$ cat src/hpsc_pkg.sv
// Package for the slot control register block: offsets, fields, types
package hpsc_pkg;
    // Register byte addresses
    localparam logic [7:0] OFF_SLOT_CTL = 8'hD8;
    localparam logic [7:0] OFF_IRQ_STAT = 8'hE0;
    localparam logic [7:0] OFF_IRQ_MASK = 8'hE4;

    // Slot control field positions
    localparam int BIT_BTN_EN = 0;
    localparam int BIT_PF_EN = 1;
    localparam int BIT_PD_EN = 3;
    localparam int BIT_CC_EN = 4;
    localparam int BIT_HPINT_EN = 5;
    localparam int BIT_ATTN_LO = 6;
    localparam int BIT_PIND_LO = 8;
    localparam int BIT_PWR_OFF = 10;
    localparam int BIT_DLL_EN = 12;
    localparam int LANE_LO = 0;
    localparam int LANE_HI = 1;

    // Event and status bit positions
    localparam int EVT_N = 5;
    localparam int EVT_BTN = 0;
    localparam int EVT_PF = 1;
    localparam int EVT_PD = 2;
    localparam int EVT_CC = 3;
    localparam int EVT_DLL = 4;

    // Reset values and constant masks
    localparam logic [EVT_N-1:0] STAT_RESET = 5'h00;
    localparam logic [EVT_N-1:0] MASK_RESET = 5'h1F;
    localparam logic [EVT_N-1:0] WAKE_EVTS = 5'h17;
    localparam logic [15:0] SLOT_USED = 16'h17FB;
    localparam logic LINK_ACT_RPT = 1'b1;

    // Bus responses
    localparam logic [1:0] RESP_OKAY = 2'h0;
    localparam logic [1:0] RESP_DECERR = 2'h3;

    // Indicator field encodings
    typedef enum logic [1:0] {
        IND_RSVD = 2'h0,
        IND_ON = 2'h1,
        IND_BLINK = 2'h2,
        IND_OFF = 2'h3
    } hpsc_ind_t;

    typedef struct packed {
        logic dllChg;
        logic cmdDone;
        logic presChg;
        logic pwrFault;
        logic btnPress;
    } hpsc_evt_t;

    typedef struct packed {
        logic awvalid;
        logic [7:0] awaddr;
        logic wvalid;
        logic [31:0] wdata;
        logic [3:0] wstrb;
        logic bready;
        logic arvalid;
        logic [7:0] araddr;
        logic rready;
    } hpsc_axil_req_t;

    typedef struct packed {
        logic awready;
        logic wready;
        logic bvalid;
        logic [1:0] bresp;
        logic arready;
        logic rvalid;
        logic [31:0] rdata;
        logic [1:0] rresp;
    } hpsc_axil_rsp_t;
endpackage

$ cat src/hpsc_indicator.sv
// One slot indicator: field state and message pulse on each write of a non-reserved code
module hpsc_indicator
    import hpsc_pkg::*;
(
    input wire logic mclk,
    input wire logic rstn,
    input wire logic wrEn,
    input wire logic [1:0] wrVal,
    output hpsc_ind_t state,
    output logic msgValid
);
    typedef struct packed {
        hpsc_ind_t state;
        logic msgValid;
    } hpsc_ind_st_t;

    hpsc_ind_st_t s;
    hpsc_ind_st_t next_s;

    // Reserved code is dropped so the lamp never sits in an undefined state
    always_comb begin
        next_s = s;
        next_s.msgValid = 1'b0;
        if (wrEn && (wrVal != IND_RSVD)) begin
            next_s.state = hpsc_ind_t'(wrVal);
            next_s.msgValid = 1'b1;
        end
    end

    always_ff @(posedge mclk or negedge rstn) begin
        if (!rstn) begin
            s <= '{state: IND_OFF, msgValid: 1'b0};
        end else begin
            s <= next_s;
        end
    end

    assign state = s.state;
    assign msgValid = s.msgValid;
endmodule

$ cat src/hpsc_axil_slave.sv
// AXI4-Lite slave front end: channel handshakes, one write and one read at a time
module hpsc_axil_slave
    import hpsc_pkg::*;
(
    input wire logic mclk,
    input wire logic rstn,
    input hpsc_axil_req_t req,
    output hpsc_axil_rsp_t rsp,
    output logic wrEn,
    output logic [7:0] wrAddr,
    output logic [31:0] wrData,
    output logic [3:0] wrStrb,
    input wire logic wrOk,
    output logic rdEn,
    output logic [7:0] rdAddr,
    input wire logic [31:0] rdData,
    input wire logic rdOk
);
    typedef struct packed {
        logic awHave;
        logic [7:0] awAddr;
        logic wHave;
        logic [31:0] wData;
        logic [3:0] wStrb;
        logic arHave;
        logic [7:0] arAddr;
        hpsc_axil_rsp_t rsp;
    } hpsc_slv_st_t;

    hpsc_slv_st_t s;
    hpsc_slv_st_t next_s;
    logic doWr;
    logic doRd;

    // Address and data may come in either order; act once both are held
    assign doWr = s.awHave && s.wHave && !s.rsp.bvalid;
    assign doRd = s.arHave && !s.rsp.rvalid;

    always_comb begin
        next_s = s;
        if (req.awvalid && s.rsp.awready) begin
            next_s.awHave = 1'b1;
            next_s.awAddr = req.awaddr;
        end
        if (req.wvalid && s.rsp.wready) begin
            next_s.wHave = 1'b1;
            next_s.wData = req.wdata;
            next_s.wStrb = req.wstrb;
        end
        if (s.rsp.bvalid && req.bready) begin
            next_s.rsp.bvalid = 1'b0;
        end
        if (doWr) begin
            next_s.awHave = 1'b0;
            next_s.wHave = 1'b0;
            next_s.rsp.bvalid = 1'b1;
            next_s.rsp.bresp = wrOk ? RESP_OKAY : RESP_DECERR;
        end
        if (req.arvalid && s.rsp.arready) begin
            next_s.arHave = 1'b1;
            next_s.arAddr = req.araddr;
        end
        if (s.rsp.rvalid && req.rready) begin
            next_s.rsp.rvalid = 1'b0;
        end
        if (doRd) begin
            next_s.arHave = 1'b0;
            next_s.rsp.rvalid = 1'b1;
            next_s.rsp.rdata = rdOk ? rdData : 32'h0000_0000;
            next_s.rsp.rresp = rdOk ? RESP_OKAY : RESP_DECERR;
        end
        // Each ready only while its own channel holds nothing and no answer waits, so a second request waits
        next_s.rsp.awready = !next_s.awHave && !next_s.rsp.bvalid;
        next_s.rsp.wready = !next_s.wHave && !next_s.rsp.bvalid;
        next_s.rsp.arready = !next_s.arHave && !next_s.rsp.rvalid;
    end

    always_ff @(posedge mclk or negedge rstn) begin
        if (!rstn) begin
            s <= '0;
        end else begin
            s <= next_s;
        end
    end

    assign rsp = s.rsp;
    assign wrEn = doWr;
    assign wrAddr = s.awAddr;
    assign wrData = s.wData;
    assign wrStrb = s.wStrb;
    assign rdEn = doRd;
    assign rdAddr = s.arAddr;
endmodule

$ cat src/hpsc_slot_ctl.sv
// Slot control register block of a downstream switch port, with event interrupt
// Operation
// RULE1: Button enable lets press raise interrupt/wake
// RULE2: Fault enable lets power fault raise interrupt/wake
// RULE3: Presence enable lets change raise interrupt/wake
// RULE4: Command-done enable raises interrupt per completion
// RULE5: Master enable gates every hot-plug interrupt
// RULE6: Attention field drives lamp, resets off
// RULE7: Attention field write sends attention message
// RULE8: Power indicator field drives lamp, resets off
// RULE9: Power indicator write sends power message
// RULE10: Power bit one turns slot off
// RULE11: Link-change enable notifies on link-active change
// RULE12: Reserved bits read zero, writes ignored
//
// Our own choice: the AXI4-Lite interface to the registers.
module hpsc_slot_ctl
    import hpsc_pkg::*;
(
    input wire logic mclk,
    input wire logic rstn,
    input hpsc_axil_req_t axiReq,
    output hpsc_axil_rsp_t axiRsp,
    input hpsc_evt_t evt,
    output logic hotplugIrq,
    output logic wakeReq,
    output logic slotPowerOff,
    output hpsc_ind_t attnState,
    output logic attnMsgValid,
    output hpsc_ind_t pwrIndState,
    output logic pwrIndMsgValid
);
    typedef struct packed {
        logic dllEn;
        logic pwrOff;
        logic hpIntEn;
        logic ccEn;
        logic pdEn;
        logic pfEn;
        logic btnEn;
    } hpsc_slot_t;

    typedef struct packed {
        hpsc_slot_t slot;
        logic [EVT_N-1:0] stat;
        logic [EVT_N-1:0] mask;
        logic irq;
        logic wake;
    } hpsc_st_t;

    hpsc_st_t s;
    hpsc_st_t next_s;
    logic wrEn;
    logic [7:0] wrAddr;
    logic [31:0] wrData;
    logic [3:0] wrStrb;
    logic wrOk;
    logic rdEn;
    logic [7:0] rdAddr;
    logic [31:0] rdData;
    logic rdOk;
    logic wrSlot;
    logic [15:0] slotRead;
    logic [EVT_N-1:0] evtEn;
    logic [EVT_N-1:0] clrBits;

    hpsc_axil_slave u_bus (
        .mclk(mclk),
        .rstn(rstn),
        .req(axiReq),
        .rsp(axiRsp),
        .wrEn(wrEn),
        .wrAddr(wrAddr),
        .wrData(wrData),
        .wrStrb(wrStrb),
        .wrOk(wrOk),
        .rdEn(rdEn),
        .rdAddr(rdAddr),
        .rdData(rdData),
        .rdOk(rdOk)
    );

    // Decode; only whole aligned words of the three registers exist
    assign wrSlot = wrEn && (wrAddr == OFF_SLOT_CTL);
    assign wrOk = (wrAddr == OFF_SLOT_CTL) || (wrAddr == OFF_IRQ_STAT)
        || (wrAddr == OFF_IRQ_MASK);
    assign rdOk = (rdAddr == OFF_SLOT_CTL) || (rdAddr == OFF_IRQ_STAT)
        || (rdAddr == OFF_IRQ_MASK);

    // Indicator fields live in their own flops and send one message per write of a non-reserved code
    hpsc_indicator u_attn (
        .mclk(mclk),
        .rstn(rstn),
        .wrEn(wrSlot && wrStrb[LANE_LO]), // RULE7
        .wrVal(wrData[BIT_ATTN_LO +: 2]),
        .state(attnState),
        .msgValid(attnMsgValid)
    );

    hpsc_indicator u_pind (
        .mclk(mclk),
        .rstn(rstn),
        .wrEn(wrSlot && wrStrb[LANE_HI]), // RULE9
        .wrVal(wrData[BIT_PIND_LO +: 2]),
        .state(pwrIndState),
        .msgValid(pwrIndMsgValid)
    );

    // Read image; unnamed bits stay zero
    always_comb begin
        slotRead = 16'h0000; // RULE12
        slotRead[BIT_BTN_EN] = s.slot.btnEn;
        slotRead[BIT_PF_EN] = s.slot.pfEn;
        slotRead[BIT_PD_EN] = s.slot.pdEn;
        slotRead[BIT_CC_EN] = s.slot.ccEn;
        slotRead[BIT_HPINT_EN] = s.slot.hpIntEn;
        slotRead[BIT_ATTN_LO +: 2] = attnState; // RULE6
        slotRead[BIT_PIND_LO +: 2] = pwrIndState; // RULE8
        slotRead[BIT_PWR_OFF] = s.slot.pwrOff;
        slotRead[BIT_DLL_EN] = s.slot.dllEn;
        rdData = 32'h0000_0000;
        if (rdAddr == OFF_SLOT_CTL) begin
            rdData[15:0] = slotRead;
        end else if (rdAddr == OFF_IRQ_STAT) begin
            rdData[EVT_N-1:0] = s.stat;
        end else if (rdAddr == OFF_IRQ_MASK) begin
            rdData[EVT_N-1:0] = s.mask;
        end
    end

    // Per-event enables in status bit order
    assign evtEn = {s.slot.dllEn, s.slot.ccEn, s.slot.pdEn, s.slot.pfEn, s.slot.btnEn};
    assign clrBits = (wrEn && (wrAddr == OFF_IRQ_STAT) && wrStrb[LANE_LO])
        ? wrData[EVT_N-1:0] : STAT_RESET;

    // Register updates, sticky status and interrupt / wake outputs
    always_comb begin
        next_s = s;
        if (wrSlot && wrStrb[LANE_LO]) begin
            next_s.slot.btnEn = wrData[BIT_BTN_EN]; // RULE1
            next_s.slot.pfEn = wrData[BIT_PF_EN]; // RULE2
            next_s.slot.pdEn = wrData[BIT_PD_EN]; // RULE3
            next_s.slot.ccEn = wrData[BIT_CC_EN]; // RULE4
            next_s.slot.hpIntEn = wrData[BIT_HPINT_EN]; // RULE5
        end
        if (wrSlot && wrStrb[LANE_HI]) begin
            next_s.slot.pwrOff = wrData[BIT_PWR_OFF]; // RULE10
            next_s.slot.dllEn = LINK_ACT_RPT && wrData[BIT_DLL_EN]; // RULE11
        end
        if (wrEn && (wrAddr == OFF_IRQ_MASK) && wrStrb[LANE_LO]) begin
            next_s.mask = wrData[EVT_N-1:0];
        end
        // An event in the clearing cycle survives the clear
        next_s.stat = (s.stat & ~clrBits) | evt;
        // Master bit gates the interrupt only, not wake; command completion never wakes
        next_s.irq = s.slot.hpIntEn && |(s.stat & evtEn & s.mask); // RULE4 RULE5
        next_s.wake = |(s.stat & evtEn & WAKE_EVTS); // RULE1 RULE2 RULE3 RULE11
    end

    always_ff @(posedge mclk or negedge rstn) begin
        if (!rstn) begin
            s <= '{slot: '0, stat: STAT_RESET, mask: MASK_RESET, irq: 1'b0, wake: 1'b0};
        end else begin
            s <= next_s;
        end
    end

    assign hotplugIrq = s.irq;
    assign wakeReq = s.wake;
    assign slotPowerOff = s.slot.pwrOff;

    // Checks
    AST_BTN_WAKE: assert property (@(posedge mclk) disable iff (!rstn) // RULE1
        (s.stat[EVT_BTN] && s.slot.btnEn) |=> wakeReq)
        else $error("button event enabled but no wake");
    AST_PF_WAKE: assert property (@(posedge mclk) disable iff (!rstn) // RULE2
        (s.stat[EVT_PF] && s.slot.pfEn) |=> wakeReq)
        else $error("power fault enabled but no wake");
    AST_PD_IRQ: assert property (@(posedge mclk) disable iff (!rstn) // RULE3
        (s.stat[EVT_PD] && s.slot.pdEn && s.slot.hpIntEn && s.mask[EVT_PD]) |=> hotplugIrq)
        else $error("presence change enabled but no interrupt");
    AST_CC_IRQ: assert property (@(posedge mclk) disable iff (!rstn) // RULE4
        (evt.cmdDone && next_s.slot.ccEn && next_s.slot.hpIntEn && next_s.mask[EVT_CC])
        |-> ##2 hotplugIrq)
        else $error("command completion raised no interrupt");
    AST_MASTER_GATE: assert property (@(posedge mclk) disable iff (!rstn) // RULE5
        !s.slot.hpIntEn |=> !hotplugIrq)
        else $error("interrupt without master enable");
    AST_ATTN_LEGAL: assert property (@(posedge mclk) disable iff (!rstn) // RULE6
        (wrSlot && wrStrb[LANE_LO] && wrData[BIT_ATTN_LO +: 2] == IND_RSVD)
        |=> $stable(attnState))
        else $error("reserved attention code changed the lamp");
    AST_ATTN_MSG: assert property (@(posedge mclk) disable iff (!rstn) // RULE7
        (wrSlot && wrStrb[LANE_LO] && wrData[BIT_ATTN_LO +: 2] != IND_RSVD)
        |=> attnMsgValid && (attnState == $past(wrData[BIT_ATTN_LO +: 2])) ##1 !attnMsgValid)
        else $error("attention write sent no matching message");
    AST_PIND_LEGAL: assert property (@(posedge mclk) disable iff (!rstn) // RULE8
        pwrIndState != IND_RSVD)
        else $error("power indicator in reserved state");
    AST_PIND_MSG: assert property (@(posedge mclk) disable iff (!rstn) // RULE9
        (wrSlot && wrStrb[LANE_HI] && wrData[BIT_PIND_LO +: 2] != IND_RSVD)
        |=> pwrIndMsgValid && (pwrIndState == $past(wrData[BIT_PIND_LO +: 2])))
        else $error("power indicator write sent no matching message");
    AST_PWR_CTL: assert property (@(posedge mclk) disable iff (!rstn) // RULE10
        (wrSlot && wrStrb[LANE_HI]) |=> slotPowerOff == $past(wrData[BIT_PWR_OFF]))
        else $error("power control bit not applied");
    AST_DLL_WAKE: assert property (@(posedge mclk) disable iff (!rstn) // RULE11
        (s.stat[EVT_DLL] && s.slot.dllEn) |=> wakeReq)
        else $error("link change enabled but no notification");
    AST_RSVD_ZERO: assert property (@(posedge mclk) disable iff (!rstn) // RULE12
        (rdEn && rdAddr == OFF_SLOT_CTL)
        |=> (axiRsp.rdata & ~{16'h0000, SLOT_USED}) == 32'h0000_0000)
        else $error("reserved slot control bits read nonzero");

    // One access applied per request; channels stay shut while an answer waits
    AST_WR_ONCE: assert property (@(posedge mclk) disable iff (!rstn)
        wrEn
        |=> !wrEn)
        else $error("one write request applied twice");
    AST_RD_ONCE: assert property (@(posedge mclk) disable iff (!rstn)
        rdEn
        |=> !rdEn)
        else $error("one read request answered twice");
    AST_WR_BUSY: assert property (@(posedge mclk) disable iff (!rstn)
        axiRsp.bvalid
        |-> !axiRsp.awready && !axiRsp.wready)
        else $error("write channel open while response pending");
    AST_RD_BUSY: assert property (@(posedge mclk) disable iff (!rstn)
        axiRsp.rvalid
        |-> !axiRsp.arready)
        else $error("read channel open while data pending");
    AST_WR_ANSWER: assert property (@(posedge mclk) disable iff (!rstn) // RULE12
        wrEn
        |=> axiRsp.bvalid && (axiRsp.bresp == RESP_OKAY) == $past(wrOk))
        else $error("write answer missing or wrong code");
    AST_RD_ANSWER: assert property (@(posedge mclk) disable iff (!rstn) // RULE12
        rdEn
        |=> axiRsp.rvalid && (axiRsp.rresp == RESP_OKAY) == $past(rdOk))
        else $error("read answer missing or wrong code");

    // A refused write must leave every field and lamp untouched
    AST_BAD_WR_IGNORED: assert property (@(posedge mclk) disable iff (!rstn) // RULE12
        (wrEn && !wrOk)
        |=> $stable(s.slot) && $stable(s.mask) && !attnMsgValid && !pwrIndMsgValid)
        else $error("refused write changed a register");

    // Status is sticky and an event beats a clear in the same cycle
    AST_STAT_KEEP: assert property (@(posedge mclk) disable iff (!rstn) // RULE4
        (~s.stat & $past(s.stat)
        & ~$past(clrBits)) == '0)
        else $error("status bit lost without a clear");
    AST_EVT_SETS: assert property (@(posedge mclk) disable iff (!rstn) // RULE1 RULE2 RULE3 RULE4 RULE11
        $past(rstn)
        |-> (s.stat & $past(evt)) == $past(evt))
        else $error("event did not set its status bit");

    // Outputs stay quiet without an enabled pending event
    AST_IRQ_NEEDS_EVT: assert property (@(posedge mclk) disable iff (!rstn) // RULE1 RULE2 RULE3 RULE4 RULE11
        !(|(s.stat & evtEn & s.mask))
        |=> !hotplugIrq)
        else $error("interrupt without enabled event");
    AST_WAKE_NEEDS_EVT: assert property (@(posedge mclk) disable iff (!rstn) // RULE1 RULE2 RULE3 RULE11
        !(|(s.stat & evtEn & WAKE_EVTS))
        |=> !wakeReq)
        else $error("wake without enabled event");
    AST_CC_NO_WAKE: assert property (@(posedge mclk) disable iff (!rstn) // RULE4
        !s.stat[EVT_BTN] && !s.stat[EVT_PF] && !s.stat[EVT_PD] && !s.stat[EVT_DLL]
        |=> !wakeReq)
        else $error("command completion alone raised wake");

    // Fields and lamps move only on a write to their own byte lane
    AST_PWR_HOLD: assert property (@(posedge mclk) disable iff (!rstn) // RULE10
        !(wrSlot && wrStrb[LANE_HI])
        |=> $stable(slotPowerOff))
        else $error("power control moved without a write");
    AST_ATTN_HOLD: assert property (@(posedge mclk) disable iff (!rstn) // RULE6 RULE7
        !(wrSlot && wrStrb[LANE_LO])
        |=> $stable(attnState) && !attnMsgValid)
        else $error("attention lamp moved without a write");
    AST_PIND_HOLD: assert property (@(posedge mclk) disable iff (!rstn) // RULE8 RULE9
        !(wrSlot && wrStrb[LANE_HI])
        |=> $stable(pwrIndState) && !pwrIndMsgValid)
        else $error("power lamp moved without a write");
    AST_ATTN_NOT_RSVD: assert property (@(posedge mclk) disable iff (!rstn) // RULE6
        attnState != IND_RSVD)
        else $error("attention indicator in reserved state");

    // Remaining paths when fully enabled: button, fault and link events reach the interrupt, presence reaches wake
    AST_BTN_IRQ: assert property (@(posedge mclk) disable iff (!rstn) // RULE1
        (s.stat[EVT_BTN] && s.slot.btnEn && s.slot.hpIntEn && s.mask[EVT_BTN])
        |=> hotplugIrq)
        else $error("button event enabled but no interrupt");
    AST_PF_IRQ: assert property (@(posedge mclk) disable iff (!rstn) // RULE2
        (s.stat[EVT_PF] && s.slot.pfEn && s.slot.hpIntEn && s.mask[EVT_PF])
        |=> hotplugIrq)
        else $error("power fault enabled but no interrupt");
    AST_PD_WAKE: assert property (@(posedge mclk) disable iff (!rstn) // RULE3
        (s.stat[EVT_PD] && s.slot.pdEn)
        |=> wakeReq)
        else $error("presence change enabled but no wake");
    AST_DLL_IRQ: assert property (@(posedge mclk) disable iff (!rstn) // RULE11
        (s.stat[EVT_DLL] && s.slot.dllEn && s.slot.hpIntEn && s.mask[EVT_DLL])
        |=> hotplugIrq)
        else $error("link change enabled but no interrupt");

    COV_ATTN_MSG: cover property (@(posedge mclk) disable iff (!rstn) attnMsgValid);
    COV_IRQ: cover property (@(posedge mclk) disable iff (!rstn) $rose(hotplugIrq));
    COV_PWR_OFF: cover property (@(posedge mclk) disable iff (!rstn) $rose(slotPowerOff));
    COV_WAKE: cover property (@(posedge mclk) disable iff (!rstn) $rose(wakeReq));
    COV_DECERR: cover property (@(posedge mclk) disable iff (!rstn)
        axiRsp.bvalid && axiRsp.bresp == RESP_DECERR);
endmodule

$ cat config.mk
export PLATFORM = sky130hd
export DESIGN_NAME = hpsc_slot_ctl
export DESIGN_NICKNAME = d
export VERILOG_FILES = /design/src/hpsc_pkg.sv /design/src/hpsc_indicator.sv /design/src/hpsc_axil_slave.sv /design/src/hpsc_slot_ctl.sv
export SDC_FILE = /design/constraint.sdc
export NUM_CORES = 1
export LEC_CHECK = 0
export BUFFER_PORTS_ARGS = -buffer_cell sky130_fd_sc_hd__buf_2
export CAP_MARGIN = 20
export CORE_ASPECT_RATIO = 0.7
export CORE_UTILIZATION = 56
export CTS_BUF_LIST = sky130_fd_sc_hd__clkbuf_8
export CTS_CLUSTER_DIAMETER = 30
export DETAILED_ROUTE_END_ITERATION = 6
export PLACE_DENSITY = 0.91
export SETUP_SLACK_MARGIN = 0.4
export SLEW_MARGIN = 20
export SYNTH_ARGS = -nofsm -noshare
export SYNTH_HDL_FRONTEND = slang
export SYNTH_SLANG_ARGS = --single-unit
$ cat constraint.sdc
create_clock -name mclk -period 5.5 [get_ports mclk]
set_clock_uncertainty 0.15 [all_clocks]
set_input_delay 0.275 -clock mclk [delete_from_list [all_inputs] [get_ports mclk]]
set_output_delay 0.275 -clock mclk [all_outputs]
set_load 0.1 [all_outputs]
==> metrics.md <==
| Metric | Value |
|---|---|
| Power share of the clock group | 21.7% |
| Synthesized area | 3460 um^2 |
| Die area | 6500 um^2 |
| Remaining Overflow, GRT | 0 |
| Routed Antenna Nets | 0 |
| Final Slew Violations | 0 |
| Number of enable flip-flop cells after synthesis | 0 |
| Peak supply drop | 0.000482 V |
| Register area share after synthesis | 56.0% |
| Num CTS Buffers | 9 |
| Mean post-synth cell area | 12.6 um^2 |
| Worst skew pair latency | 350 ps |
| TritonCTS sink count | 77 |
| Fin. Hold Viols | 0 |
| Worst Hold Class | primary input to register |
| Crit-path max cell delay | 580 ps |
| Die height | 67.8 um |
| Vias in the first global route | 2,176 |
| Std-Cell Core Area | 5840 um^2 |
| Filler instances | 404 |
| Residual DRC | 0 |
| Worst-Margin Slew | 931 ps |
| Postcts setup bufs | 0 |
| CTS Root Cell | clkbuf_8 |
| CTS clk-pin slew, worst paths | 70 ps |
| RSZ-0062 raised after global routing | no |
| Area Growth Syn to Fin | 19.6% |
| R2R cell count | 3 |
| Switch share | 40.3% |
| Hold_sp | axiReq[4] |
| Initial core utilization | 59.2% |
| Setup TNS | 0 ps |
| Max cap viols | 0 |
| First-pass GRT wire length | 10,400 um |
| Worst path cell trace | nand4bb_1, nor4_4, mux2_2 |
| Initial DRC Count | 101 |
| Critical Path RT | 5580 ps |
| Async SR Flop Fraction | 100% |
| Initial antenna violation count | 0 |
| R2r startpoint | u_bus.wrAddr[5] |
| IO buf count | 71 |
| Comb pwr share | 35.3% |
| Largest net degree at the start of global routing | 78 |
| Die width | 96.0 um |
| CTS tree | done |
| Pre-CTS setup slack | 3190 ps |
| Hold depth | 2 |
| Lkg Pwr | 0.00196 uW |
| Setup Crit Path Kind | register to register |
| Overall routing resource usage | 22.3% |
| Pre-antenna DRT Iters | 5 |
| RD Place Congestion | 0.811 |
| Design internal power | 1200 uW |
| CP startpoint | u_bus.wrAddr[5] |
| Number of standard cells after synthesis | 274 |
| Minimum clock period | 2060 ps |
| Final setup violating endpoints | 0 |
| DP HPWL | 4440 um |
| Via Count | 2,273 |
| Slew margin rel. | 37.9% |
| P_sw | 812 uW |
| CP max-delay cell | nor4_4 |
| WL/cell | 15.0 um |
| Nets | 419 |
| Final wirelength | 6520 um |
| Final period utilization | 37.5% |
| Htree depth | 3 |
| Largest buffer count on any clock path | 2 |
| Ys Warns | 0 |
| Top Ports | 114 |
| Most used DFF post-synth | dfrtp_1 |
| Vias/cell | 5.23 |
| Crit path launch type | register |
| Critical path arrival | 2140 ps |
| Final worst slack | 3440 ps |
| # rows | 23 |
| Crit. End Element | register |
| Netlist cell types | 38 |
| Seq pwr share | 43.0% |
| Fmax | 485 MHz |
| #FFs+latches synth | 77 |
| Ant diodes | 0 |
| Worst-path maximum fanout | 11 |
| Fraction of final layout cells sized beyond drive strength 1 | 39.4% |
| Pwr per Cell Area | 486 nW/um^2 |
| Status | complete, no violations |
critical path: cells and delay by family (launching register included):
family,cells,cell delay (ps)
DFF,1,420
and+or+nand+nor,2,960
muxes,1,410
cells in the final DEF, fill, tap and decap left out, drive strengths merged, types with 2 or more instances in the layout:
master / instances
mux2: 40
a221oi: 4
and2: 2
nand4bb: 2
dfstp: 9
dlygate4sd3: 27
nor3: 3
nor2: 7
dfrtp: 68
nand3: 4
a31oi: 2
nor4: 3
o31ai: 4
and4bb: 2
nand2: 25
nor2b: 5
conb: 20
inv: 6
a22oi: 2
clkbuf: 12
o21a: 5
o21ai: 6
a21o: 6
a22o: 11
a21oi: 2
buf: 71
stage by stage:
stage	cell area (um^2)	cells	util, %	hold slack, ps	total power [uW]
floorplan	3530	293	-	-171	1480
global placement	3650	392	62.5	303	1530
detailed placement	3650	392	62.5	309	1560
CTS	4100	432	70.2	0.0285	2020
global route	4140	435	70.9	3.58	2110
finish	4140	435	70.9	14.9	2010
Yosys cell counts (3+ instances only):
library cell,instances,area share (%)
dfrtp_1,68,49
buf_4,42,9.1
mux2_2,40,13
nand2_1,25,2.7
a22o_1,11,2.8
dfstp_2,9,6.8
nor2_1,7,0.76
a21o_1,6,1.3
o21ai_0,6,0.87
inv_1,5,0.54
nor2b_1,5,0.90
o21a_1,5,1.1
a221oi_1,4,1.0
clkbuf_1,4,0.43
nand3_1,4,0.58
o31ai_1,4,0.87
nor3_1,3,0.43
worst paths after layout:
path | to | slack (ps)
worst max-delay path | evtEn[0] | 3440
worst min-delay path | u_bus.rdAddr[3] | 10
worst max register to register | evtEn[0] | 3440
worst min register to register | u_bus.rsp[3] | 320
max in group asynchronous | evtEn[0] | 4130
min in group asynchronous | u_bus.rsp[11] | 480
kinds of logic (layout without fill, tap and decap cells):
family / after synthesis / count (layout) / synth area share, %
flip-flops: 77 / 77 / 56.0
buffers and inverters: 52 / 119 / 10.2
AO/OA/AOI/OAI: 44 / 44 / 9.44
other: 1 / 20 / 0.108
AND/OR/NAND/NOR: 60 / 60 / 11.2
multiplexers: 40 / 40 / 13.0
flip-flops by register name (all words and copies together), names as in the netlist, 3 cells and up:
name / cells
u_bus.rdAddr: 8
u_bus.wrData: 12
s: 11
evtEn: 5
u_bus.s: 3
u_bus.rsp: 19
u_bus.wrAddr: 8
what timing repair did:
action | in CTS | in global routing
gates resized for setup | 0 | 0
hold buffers | 24 | 3
hold endpoints to repair | 91 | 3
area by class of cell:
class / instances / area, um^2 / area share, %
Tap cell: 75 / 93.8 / 2.27
Clock inverter: 4 / 46.3 / 1.12
Inverter: 5 / 18.8 / 0.453
Sequential cell: 77 / 1940 / 46.8
Multi-Input combinational cell: 164 / 1250 / 30.2
Timing Repair Buffer: 98 / 628 / 15.2
Clock buffer: 12 / 165 / 3.99
layer usage:
layer	vias to the layer above	share of wire (%)	GRT usage, %
li1	1078	-	-
met1	1099	46	28.3
met2	89	47	36.7
met3	7	6.1	7.88
met4	0	0.95	6.34
met5	-	0	0
power by group through the flow:
stage	Combinational, uW	Sequential [uW]	Clock (uW)
final	711	865	437
after global routing	757	883	474
after CTS	708	861	446
after detailed placement	693	871	0
after global placement	676	854	0
after floorplan	617	859	0
Power figures use the tool's default switching activity.
